## config.mk

```make
export PLATFORM = sky130hd
export DESIGN_NAME = smcc_top
export DESIGN_NICKNAME = d
export VERILOG_FILES = /design/src/rtl/smcc_pkg.sv /design/src/rtl/smcc_top.sv
export SDC_FILE = /design/constraint.sdc
export NUM_CORES = 1
export LEC_CHECK = 0
export ABC_CLOCK_PERIOD_IN_PS = 1720
export BUFFER_PORTS_ARGS = -buffer_cell sky130_fd_sc_hd__buf_2
export CORE_MARGIN = 2
export CORE_UTILIZATION = 43
export CTS_CLUSTER_SIZE = 8
export DETAILED_ROUTE_END_ITERATION = 8
export PLACE_DENSITY_LB_ADDON = 0.15
export SLEW_MARGIN = 20
export SYNTH_ARGS = -nofsm -noshare
export SYNTH_HDL_FRONTEND = slang
export SYNTH_SLANG_ARGS = --single-unit
```

## constraint.sdc

```tcl
create_clock -name clk_i -period 1.72 [get_ports clk_i]
set_input_delay 0.516 -clock clk_i [delete_from_list [all_inputs] [get_ports clk_i]]
set_output_delay 0.516 -clock clk_i [all_outputs]
set_load 0.1 [all_outputs]
```

## src/rtl/smcc_pkg.sv

```systemverilog
// Purpose: constants for the standby and module clock control block
// Assumes: classic wishbone slave, 32-bit data, byte addresses
// Notes: register offsets are word aligned
package smcc_pkg;
  // ------------------------------------------------------------
  // register map
  // ------------------------------------------------------------
  localparam int ADR_W = 4;
  localparam logic [3:0] OFS_PDMC = 4'h0; // power_down_mode_control
  localparam logic [3:0] OFS_MCS2 = 4'h4; // module_clock_stop_2
  localparam logic [3:0] OFS_STAT = 4'h8; // read-only status
  localparam logic [7:0] PDMC_RST = 8'h00;
  localparam logic [7:0] MCS2_RST = 8'h00;
  localparam logic [7:0] PDMC_WMASK = 8'h88;
  localparam logic [7:0] MCS2_WMASK = 8'hE6;
  // ------------------------------------------------------------
  // field positions
  // ------------------------------------------------------------
  localparam int STANDBY_BIT = 7;
  localparam int REFLECT_BIT = 3;
  localparam int DEBUG_IF_BIT = 7;
  localparam int BREAK_BIT = 6;
  localparam int DMA_BIT = 5;
  localparam int CACHE_BIT = 2;
  localparam int LMEM_BIT = 1;
  localparam int N_GATED = 5;
  // gated unit index -> stop bit position in module_clock_stop_2
  localparam int STOP_POS [N_GATED] = '{DEBUG_IF_BIT, BREAK_BIT, DMA_BIT, CACHE_BIT, LMEM_BIT};
  localparam logic [N_GATED-1:0] CLK_EN_RST = 5'h1F;
  // status layout: [2:0] applied mode, [6:4] filtered pins
  localparam int STAT_PIN_LSB = 4;
  localparam int MODE_W = 3;
  localparam logic [2:0] MODE_RST = 3'h0;
  localparam logic [1:0] INIT_DONE = 2'h3;
endpackage

```

## src/rtl/smcc_top.sv

```systemverilog
// Purpose: power-down mode control and module clock stop registers
// Assumes: single 125 MHz clock, synchronous active-high reset
// Notes: clock stops leave as registered enables for external gating cells
//
// Decided for this implementation: register access over Wishbone and the register addresses.
`timescale 1ns/1ps
`default_nettype none

// Operation
// - bit 7 of power-down control picks sleep (0) or software standby (1).
// - reserved bits read as zero; software writes zero to them.
// - reflect bit 3 set applies mode pins on interrupt return from standby.
// - debug_if_stop bit 7 halts debug interface clock; clear lets it run.
// - break_unit_stop bit 6 halts user break unit clock.
// - dma_stop bit 5 halts DMA controller clock.
// - cache_stop bit 2 halts cache memory clock.
// - local_mem_stop bit 1 halts local U memory clock.
// - both 8-bit registers read/write, all writable bits reset to zero.
module smcc_top (
  input wire logic clk_i,                    // system clock
  input wire logic rst_i,                    // sync reset, active high
  input wire logic cyc_i,                    // wishbone cycle
  input wire logic stb_i,                    // wishbone strobe
  input wire logic we_i,                     // wishbone write
  input wire logic [smcc_pkg::ADR_W-1:0] adr_i, // byte address
  input wire logic [3:0] sel_i,              // byte selects
  input wire logic [31:0] dat_i,             // write data
  output logic [31:0] dat_o,                 // read data
  output logic ack_o,                        // wishbone ack
  input wire logic [2:0] mode_pins_i,        // mode_select_pins, async
  input wire logic standby_wake_irq_i,       // pulse: standby left by interrupt
  output logic standby_select_o,             // sleep instruction goes to standby
  output logic [2:0] mode_o,                 // applied operating mode
  output logic [smcc_pkg::N_GATED-1:0] clk_en_o // debug, break, dma, cache, lmem
);

  // ------------------------------------------------------------
  // state
  // ------------------------------------------------------------
  typedef struct packed {
    logic [7:0] pdmc;
    logic [7:0] mcs2;
    logic ack;
    logic [7:0] rdata;
    logic [2:0] s1;
    logic [2:0] s2;
    logic [2:0] s3;
    logic [2:0] pins;
    logic [2:0] mode;
    logic [1:0] init;
    logic [smcc_pkg::N_GATED-1:0] clk_en;
  } smcc_state_s;

  smcc_state_s st_reg;
  smcc_state_s st_next;
  logic req;
  logic [smcc_pkg::N_GATED-1:0] run;
  logic [7:0] status;

  assign req = cyc_i & stb_i & ~st_reg.ack;
  assign status = {1'b0, st_reg.pins, 1'b0, st_reg.mode};

  // ------------------------------------------------------------
  // per-unit run enables
  // ------------------------------------------------------------
  genvar g;
  generate
    for (g = 0; g < smcc_pkg::N_GATED; g++) begin : g_gate
      assign run[g] = ~st_reg.mcs2[smcc_pkg::STOP_POS[g]];
    end
  endgenerate

  // ------------------------------------------------------------
  // next state
  // ------------------------------------------------------------
  always_comb begin
    st_next = st_reg;
    st_next.ack = req;
    // first stage feeds only the second
    st_next.s1 = mode_pins_i;
    st_next.s2 = st_reg.s1;
    st_next.s3 = st_reg.s2;
    if (st_reg.s2 == st_reg.s3) begin
      st_next.pins = st_reg.s3;
    end
    // strap the pins on the third cycle after reset, before the filter has filled, so mode takes the reset value of pins
    if (st_reg.init != smcc_pkg::INIT_DONE) begin
      st_next.init = st_reg.init + 2'h1;
      if (st_reg.init == smcc_pkg::INIT_DONE - 2'h1) begin
        st_next.mode = st_reg.pins;
      end
    end else if (standby_wake_irq_i && st_reg.pdmc[smcc_pkg::REFLECT_BIT]) begin
      st_next.mode = st_reg.pins;
    end
    // registered enable so an external latch gate never sees a glitch
    st_next.clk_en = run;
    if (req) begin
      case (adr_i)
        smcc_pkg::OFS_PDMC: st_next.rdata = st_reg.pdmc;
        smcc_pkg::OFS_MCS2: st_next.rdata = st_reg.mcs2;
        smcc_pkg::OFS_STAT: st_next.rdata = status;
        default: st_next.rdata = 8'h00;
      endcase
      if (we_i && sel_i[0]) begin
        case (adr_i)
          smcc_pkg::OFS_PDMC: st_next.pdmc = dat_i[7:0] & smcc_pkg::PDMC_WMASK;
          smcc_pkg::OFS_MCS2: st_next.mcs2 = dat_i[7:0] & smcc_pkg::MCS2_WMASK;
          default: st_next.init = st_next.init;
        endcase
      end
    end
  end

  always_ff @(posedge clk_i) begin
    if (rst_i) begin
      st_reg <= '0;
      st_reg.pdmc <= smcc_pkg::PDMC_RST;
      st_reg.mcs2 <= smcc_pkg::MCS2_RST;
      st_reg.mode <= smcc_pkg::MODE_RST;
      st_reg.clk_en <= smcc_pkg::CLK_EN_RST;
    end else begin
      st_reg <= st_next;
    end
  end

  // ------------------------------------------------------------
  // outputs
  // ------------------------------------------------------------
  assign dat_o = {24'h000000, st_reg.rdata};
  assign ack_o = st_reg.ack;
  assign standby_select_o = st_reg.pdmc[smcc_pkg::STANDBY_BIT];
  assign mode_o = st_reg.mode;
  assign clk_en_o = st_reg.clk_en;

  // ------------------------------------------------------------
  // checks
  // ------------------------------------------------------------
  logic wr_pdmc;
  logic wr_mcs2;
  assign wr_pdmc = req & we_i & sel_i[0] & (adr_i == smcc_pkg::OFS_PDMC);
  assign wr_mcs2 = req & we_i & sel_i[0] & (adr_i == smcc_pkg::OFS_MCS2);

  chk_standby_select: assert property (@(posedge clk_i) disable iff (rst_i)
    wr_pdmc |=> (standby_select_o == $past(dat_i[7])))
    else $error("standby select does not follow write");

  chk_reserved_zero: assert property (@(posedge clk_i) disable iff (rst_i)
    (ack_o && $past(adr_i) == smcc_pkg::OFS_PDMC) |-> (dat_o[6:4] == 3'h0 && dat_o[2:0] == 3'h0))
    else $error("reserved control bits read nonzero");

  chk_reserved_mcs2: assert property (@(posedge clk_i) disable iff (rst_i)
    (ack_o && $past(adr_i) == smcc_pkg::OFS_MCS2) |-> (dat_o[4:3] == 2'h0 && !dat_o[0]))
    else $error("reserved stop bits read nonzero");

  chk_mode_reflect: assert property (@(posedge clk_i) disable iff (rst_i)
    (standby_wake_irq_i && st_reg.pdmc[smcc_pkg::REFLECT_BIT] && st_reg.init == smcc_pkg::INIT_DONE)
    |=> mode_o == $past(st_reg.pins))
    else $error("mode pins not applied on wake");

  chk_mode_ignored: assert property (@(posedge clk_i) disable iff (rst_i)
    (st_reg.init == smcc_pkg::INIT_DONE && !st_reg.pdmc[smcc_pkg::REFLECT_BIT]) |=> $stable(mode_o))
    else $error("mode changed while reflect is off");

  chk_debug_gate: assert property (@(posedge clk_i) disable iff (rst_i)
    wr_mcs2 ##1 !wr_mcs2 |=> (clk_en_o[0] == !$past(dat_i[7], 2)))
    else $error("debug interface enable wrong");

  chk_break_gate: assert property (@(posedge clk_i) disable iff (rst_i)
    wr_mcs2 ##1 !wr_mcs2 |=> (clk_en_o[1] == !$past(dat_i[6], 2)))
    else $error("break unit enable wrong");

  chk_dma_gate: assert property (@(posedge clk_i) disable iff (rst_i)
    wr_mcs2 ##1 !wr_mcs2 |=> (clk_en_o[2] == !$past(dat_i[5], 2)))
    else $error("dma enable wrong");

  chk_cache_gate: assert property (@(posedge clk_i) disable iff (rst_i)
    wr_mcs2 ##1 !wr_mcs2 |=> (clk_en_o[3] == !$past(dat_i[2], 2)))
    else $error("cache enable wrong");

  chk_lmem_gate: assert property (@(posedge clk_i) disable iff (rst_i)
    wr_mcs2 ##1 !wr_mcs2 |=> (clk_en_o[4] == !$past(dat_i[1], 2)))
    else $error("local memory enable wrong");

  chk_reset_values: assert property (@(posedge clk_i)
    $past(rst_i) |-> (st_reg.pdmc == 8'h00 && st_reg.mcs2 == 8'h00 && clk_en_o == 5'h1F))
    else $error("reset values wrong");

  chk_gate_stable: assert property (@(posedge clk_i) disable iff (rst_i)
    !$changed(st_reg.mcs2) ##1 !$changed(st_reg.mcs2) |-> $stable(clk_en_o))
    else $error("clock enable moved without a stop bit change");

  chk_ack_single: assert property (@(posedge clk_i) disable iff (rst_i)
    ack_o |=> !ack_o)
    else $error("ack held longer than one cycle");

  // ------------------------------------------------------------
  // bus handshake checks
  // ------------------------------------------------------------
  // ack is registered: one fixed cycle of latency, no wait states
  chk_ack_follows: assert property (@(posedge clk_i) disable iff (rst_i)
    req |=> ack_o)
    else $error("request not acknowledged next cycle");

  chk_ack_needs_req: assert property (@(posedge clk_i) disable iff (rst_i)
    !req |=> !ack_o)
    else $error("ack without a request");

  chk_ack_low_reset: assert property (@(posedge clk_i)
    $past(rst_i) |-> !ack_o)
    else $error("ack high after reset");

  chk_dat_upper: assert property (@(posedge clk_i) disable iff (rst_i)
    ack_o |-> dat_o[31:8] == 24'h000000)
    else $error("upper read bits nonzero");

  chk_dat_hold: assert property (@(posedge clk_i) disable iff (rst_i)
    !req |=> $stable(dat_o))
    else $error("read data moved without a request");

  // ------------------------------------------------------------
  // register checks
  // ------------------------------------------------------------
  chk_read_pdmc: assert property (@(posedge clk_i) disable iff (rst_i)
    (req && !we_i && adr_i == smcc_pkg::OFS_PDMC) |=> dat_o[7:0] == $past(st_reg.pdmc))
    else $error("control read data wrong");

  chk_read_mcs2: assert property (@(posedge clk_i) disable iff (rst_i)
    (req && !we_i && adr_i == smcc_pkg::OFS_MCS2) |=> dat_o[7:0] == $past(st_reg.mcs2))
    else $error("stop register read data wrong");

  chk_read_stat: assert property (@(posedge clk_i) disable iff (rst_i)
    (req && !we_i && adr_i == smcc_pkg::OFS_STAT) |=> dat_o[7:0] == $past(status))
    else $error("status read data wrong");

  chk_read_unmapped: assert property (@(posedge clk_i) disable iff (rst_i)
    (req && adr_i != smcc_pkg::OFS_PDMC && adr_i != smcc_pkg::OFS_MCS2
      && adr_i != smcc_pkg::OFS_STAT) |=> dat_o == 32'h00000000)
    else $error("unmapped read nonzero");

  chk_pdmc_hold: assert property (@(posedge clk_i) disable iff (rst_i)
    !wr_pdmc |=> $stable(st_reg.pdmc))
    else $error("control register moved without a write");

  // a stopped unit relies on its stop bit staying put until software clears it
  chk_mcs2_hold: assert property (@(posedge clk_i) disable iff (rst_i)
    !wr_mcs2 |=> $stable(st_reg.mcs2))
    else $error("stop register moved without a write");

  chk_standby_hold: assert property (@(posedge clk_i) disable iff (rst_i)
    !wr_pdmc |=> $stable(standby_select_o))
    else $error("standby select moved without a write");

  chk_pdmc_mask: assert property (@(posedge clk_i) disable iff (rst_i)
    (st_reg.pdmc & ~smcc_pkg::PDMC_WMASK) == 8'h00)
    else $error("reserved control bit stored");

  chk_mcs2_mask: assert property (@(posedge clk_i) disable iff (rst_i)
    (st_reg.mcs2 & ~smcc_pkg::MCS2_WMASK) == 8'h00)
    else $error("reserved stop bit stored");

  chk_reflect_write: assert property (@(posedge clk_i) disable iff (rst_i)
    wr_pdmc |=> st_reg.pdmc[smcc_pkg::REFLECT_BIT] == $past(dat_i[smcc_pkg::REFLECT_BIT]))
    else $error("reflect bit does not follow write");

  chk_clk_en_reset: assert property (@(posedge clk_i)
    $past(rst_i) |-> clk_en_o == smcc_pkg::CLK_EN_RST)
    else $error("clock enables not all on after reset");

  // ------------------------------------------------------------
  // pin filter and mode checks
  // ------------------------------------------------------------
  // pins only move once two late stages agree, so a metastable first stage never leaks
  chk_sync_accept: assert property (@(posedge clk_i) disable iff (rst_i)
    (st_reg.s2 == st_reg.s3) |=> st_reg.pins == $past(st_reg.s3))
    else $error("filtered pins missed an agreed level");

  chk_sync_hold: assert property (@(posedge clk_i) disable iff (rst_i)
    (st_reg.s2 != st_reg.s3) |=> $stable(st_reg.pins))
    else $error("filtered pins moved on disagreement");

  chk_strap_once: assert property (@(posedge clk_i) disable iff (rst_i)
    (st_reg.init == smcc_pkg::INIT_DONE - 2'h1) |=> mode_o == $past(st_reg.pins))
    else $error("mode not strapped after reset");

  chk_init_saturate: assert property (@(posedge clk_i) disable iff (rst_i)
    (st_reg.init == smcc_pkg::INIT_DONE) |=> st_reg.init == smcc_pkg::INIT_DONE)
    else $error("strap counter left its end value");

  chk_mode_reset: assert property (@(posedge clk_i)
    $past(rst_i) |-> mode_o == smcc_pkg::MODE_RST)
    else $error("mode not cleared by reset");

  // after the strap only a wake pulse may alter the applied mode
  chk_mode_wake_only: assert property (@(posedge clk_i) disable iff (rst_i)
    (st_reg.init == smcc_pkg::INIT_DONE && !standby_wake_irq_i) |=> $stable(mode_o))
    else $error("mode changed without a wake");

  chk_wake_no_reflect: assert property (@(posedge clk_i) disable iff (rst_i)
    (standby_wake_irq_i && !st_reg.pdmc[smcc_pkg::REFLECT_BIT]
      && st_reg.init == smcc_pkg::INIT_DONE) |=> $stable(mode_o))
    else $error("mode applied with reflect off");

endmodule // smcc_top

`default_nettype wire

```

After elaboration in Yosys (flattened, before gate mapping)
Cells that the tools add are included.
{"block": "word_totals", "reg_bits": 38, "output_inout_bits": 42, "word_cells": 37, "inputBits": 49}
{"block": "op_classes", "muxes": 4, "reduce_logical": 7, "bitwise": 8, "add_sub_neg": 1, "n_eq_ne": 6}
{"operator": "$pmux W8 S3", "count": 1}
{"operator": "$mux W3", "count": 3}
{"operator": "$not A1 Y1", "count": 6}
{"operator": "$reduce_and A3 Y1", "count": 2}
{"operator": "$eq A4 B3 Y1 const B", "count": 1}
{"operator": "$eq A4 B4 Y1 const B", "count": 1}
{"operator": "$logic_not A4 Y1", "count": 1}
{"operator": "$eq A3 B3 Y1", "count": 1}
{"operator": "$add A2 B1 Y2 const B", "count": 1}
{"operator": "$and A1 B1 Y1", "count": 2}
{"operator": "$eq A2 B2 Y1 const B", "count": 1}
{"operator": "$logic_and A1 B1 Y1", "count": 2}
{"operator": "$ne A2 B1 Y1 const B", "count": 1}
{"operator": "$ne A2 B2 Y1 const B", "count": 1}
{"operator": "$reduce_and A2 Y1", "count": 1}
{"operator": "$reduce_bool A2 Y1", "count": 1}

Depth between registers and ports, before layout
{"block": "depth", "depth_word": 3, "ltp_mapped": 5}

Worst setup path after synthesis
OpenSTA, ideal clock, no wires.
{"block": "synth_path", "path_kind": "register to register", "startpoint": "register st_reg, in the netlist ack_o", "endpoint": "register st_reg[38] in the netlist's numbering", "synth_period_minus_slack_ps": 1844, "path_stages_with_launch": 6, "arrival_ps": 1724, "t_required_ps": 1600, "setup_slack_ps": -124, "path_cell_list": "dfxtp_1 > and3b_1 > buf_6 > and4_4 > buf_6 > mux2i_1"}
{"block": "synth_via", "elab_chain_cells": 3}
{"item": "start: declaration", "line_no": "smcc_top.sv:54", "text": "smcc_state_s st_reg;"}
{"item": "start signal: assignment", "line_no": "smcc_top.sv:122", "text": "st_reg <= st_next;"}
{"item": "$not A1 Y1", "line_no": "smcc_top.sv:60", "text": "assign req = cyc_i & stb_i & ~st_reg.ack;"}
{"item": "$and A1 B1 Y1", "line_no": "smcc_top.sv:60"}
{"item": "$reduce_and A3 Y1 (no line)"}
No other way between the ends.
A chain may end at the register's enable or synchronous reset.

Worst setup path after layout
{"block": "layout_path", "startpoint": "register st_reg, in the netlist mode_o[2]", "endpoint": "output port mode_o[2]"}
{"item": "end: declaration", "line_no": "smcc_top.sv:33", "text": "output logic [2:0] mode_o,"}
No word-level cell between the ends.

==> results.json <==
{
  "hp-start": "st_reg[38]",
  "synth.most_common_cell": "buf_4",
  "cp_data_required_time_ps": 1200,
  "maxCapViolCount": 0,
  "antenna_found_initial": 0,
  "async_flop_share_pct": 0,
  "synth-main-ff-cell": "dfxtp_1",
  "critical_path.top_delay_family": "buffers and inverters",
  "ioPinCount": 91,
  "final_core_util_pct": 47.20,
  "hold_class": "reg2reg",
  "slew_violations": 0,
  "crit_buf_inv": 1,
  "dr_total_vias": 1248,
  "critPathMaxStageDelay_ps": 450,
  "initial_core_util_pct": 44.73,
  "cts_resized": 0,
  "cts_sinks": 38,
  "largest_reg_flops": 14,
  "ir_drop_mv": 0.5611,
  "r2r-start": "ack_o",
  "grt_pass1_vias": 1138,
  "final_nets": 267,
  "placed_cell_area_um2": 1797,
  "met3_usage_pct": 6.331,
  "synth_cell_types": 30,
  "clk_latency_ps": 290,
  "finClkSkew_ps": 6.389,
  "path_max_fanout": 3,
  "syn_area_per_cell_um2": 9.223,
  "first_pass_iters": 4,
  "antenna_left": 0,
  "arrival_ps": 1110,
  "synthCells": 194,
  "status": "completed",
  "numPortBuffers": 37,
  "ys_ff_latch": 38,
  "grt_util_met1_pct": 14.52,
  "worstSetupEndpointType": "output port",
  "grt_util_met2_pct": 25.00,
  "die_w_um": 68.51,
  "wl_mm": 3.009,
  "holdPathStages": 1,
  "synth_top_area_share_pct": 42.52,
  "core_area_um2": 4000,
  "root_buffer": "clkbuf_8",
  "area_growth_pct": 5.524,
  "power_density_nw_per_um2": 1011,
  "rrSetupSlack_ps": 510,
  "drive_gt1_share_pct": 23.50,
  "grt_usage_pct": 14.32,
  "dp_slack_ps": 178.4,
  "hold_viol_final": 0,
  "clk_path_buf_depth": 2,
  "yosysSeqAreaShare_pct": 42.52,
  "diodes": 0,
  "h-tree-depth": 2,
  "clkTransAtPathRegs_ps": 70,
  "fmax_mhz": 613.3,
  "die_h_um": 68.51,
  "critPathLaunchType": "flip-flop",
  "worstHoldEndpoint": "clk_en_o[0]",
  "dp_cells": 259,
  "fin_ws_ps": 89.51,
  "yosysTopAreaCell": "dfxtp_1",
  "period_share_pct": 94.80,
  "cts_tree": "done",
  "grt_max_degree": 22,
  "grt_pass1_wl_mm": 4.843,
  "timing.critical_path.cells": "buf_2",
  "stdcell_area_um2": 1888,
  "dieArea_um2": 4693,
  "drc": 0,
  "total_leakage_power_nw": 0.8757,
  "hold_buffers": 0,
  "grt-busiest-layer": "met2",
  "startpoint": "mode_o[2]",
  "fin_setup_tns_ps": 0,
  "cp_slowest_cell": "buf_2",
  "ys_warn_count": 0,
  "rsz0062_at_grt": "no",
  "drtIter0Drc": 23,
  "synth_area_um2": 1789,
  "grt_overflow": 0,
  "wl_per_cell_um": 11.27,
  "setup_viol": 0,
  "synth_edf_count": 0,
  "final_cells": 267,
  "synth_common_cells": "buf_4, dfxtp_1, nand2_1",
  "fin_crit_ps": 1630,
  "cts_made_buffers": 5,
  "post_cts_buffers": 0,
  "dpl.hpwl_mm": 2.306,
  "r2r-end": "st_reg[37]",
  "crit_type": "reg2out",
  "viasPerCell": 4.674,
  "rows": 23,
  "synth_area_leaders": "dfxtp_1, buf_4, nand2_1",
  "place.gp.congestion": 0.7357,
  "reg2reg_depth": 3
}
==> where the power goes <==
group / leakage (nW) / total, W / switching (W) / internal, W
logic: 0.519 / 0.000374 / 0.000315 / 0.0000591
registers: 0.309 / 0.000917 / 0.0000155 / 0.000902
clock network: 0.0482 / 0.000617 / 0.000294 / 0.000323
total: 0.876 / 0.00191 / 0.000625 / 0.00128
==> worst max-delay path by stage <==
stage / endpoint / slack (ps) / cells past startpoint
2_1_floorplan: st_reg[38] / 190 / 5
3_3_place_gp: st_reg[12] / 210 / 4
3_5_place_dp: st_reg[12] / 180 / 4
4_1_cts: mode_o[2] / 90 / 1
5_1_grt: mode_o[1] / 50 / 1
6_report: mode_o[2] / 90 / 1
==> final cells by class <==
type	instances	area (µm²)
fill	409	2112
multi-input combinational	130	764.5
sequential	38	762.0
timing repair buffer	39	200.2
clock buffer	7	86.33
tap	50	62.56
inverter	2	7.507
clock inverter	1	5.005
==> cell usage in the layout, fill, tap and decap left out, types with 2 or more instances in the layout <==
cell type	count
nand3_1	6
dfxtp_1	37
nand2_1	26
clkbuf_8	6
conb_1	24
o211ai_1	6
nor2b_1	11
ha_1	2
o21ai_0	3
nand4_1	3
nor2_1	5
and3b_1	9
mux2i_1	9
buf_4	2
xor2_1	4
a21oi_1	12
buf_2	37
==> stage by stage <==
step | total power, W | hold WS, ps
after floorplan | 0.001307 | 372.7
after global placement | 0.001304 | 390.1
after detailed placement | 0.001313 | 398.4
after CTS | 0.001932 | 414.2
after global routing | 0.001995 | 430.4
final | 0.001909 | 410.1
==> per-layer routing <==
layer	vias to the layer above	part of all wire [%]	routed length, µm
li1	631	-	-
met1	576	43	1284
met2	37	49	1485
met3	4	6.6	200
met4	0	1.3	39
met5	-	0	0
==> logic make-up after synthesis <==
kind of cell	count (synthesis)	share of synthesized area, %
other cells	1	0.2096
compound gates	21	6.713
flops	38	42.52
xor+xnor	4	1.958
fa+ha+maj	2	1.398
buf+inv	49	19.58
simple gates	69	21.96
mux	10	5.664
No activity file was read; power rests on OpenSTA's default activity.
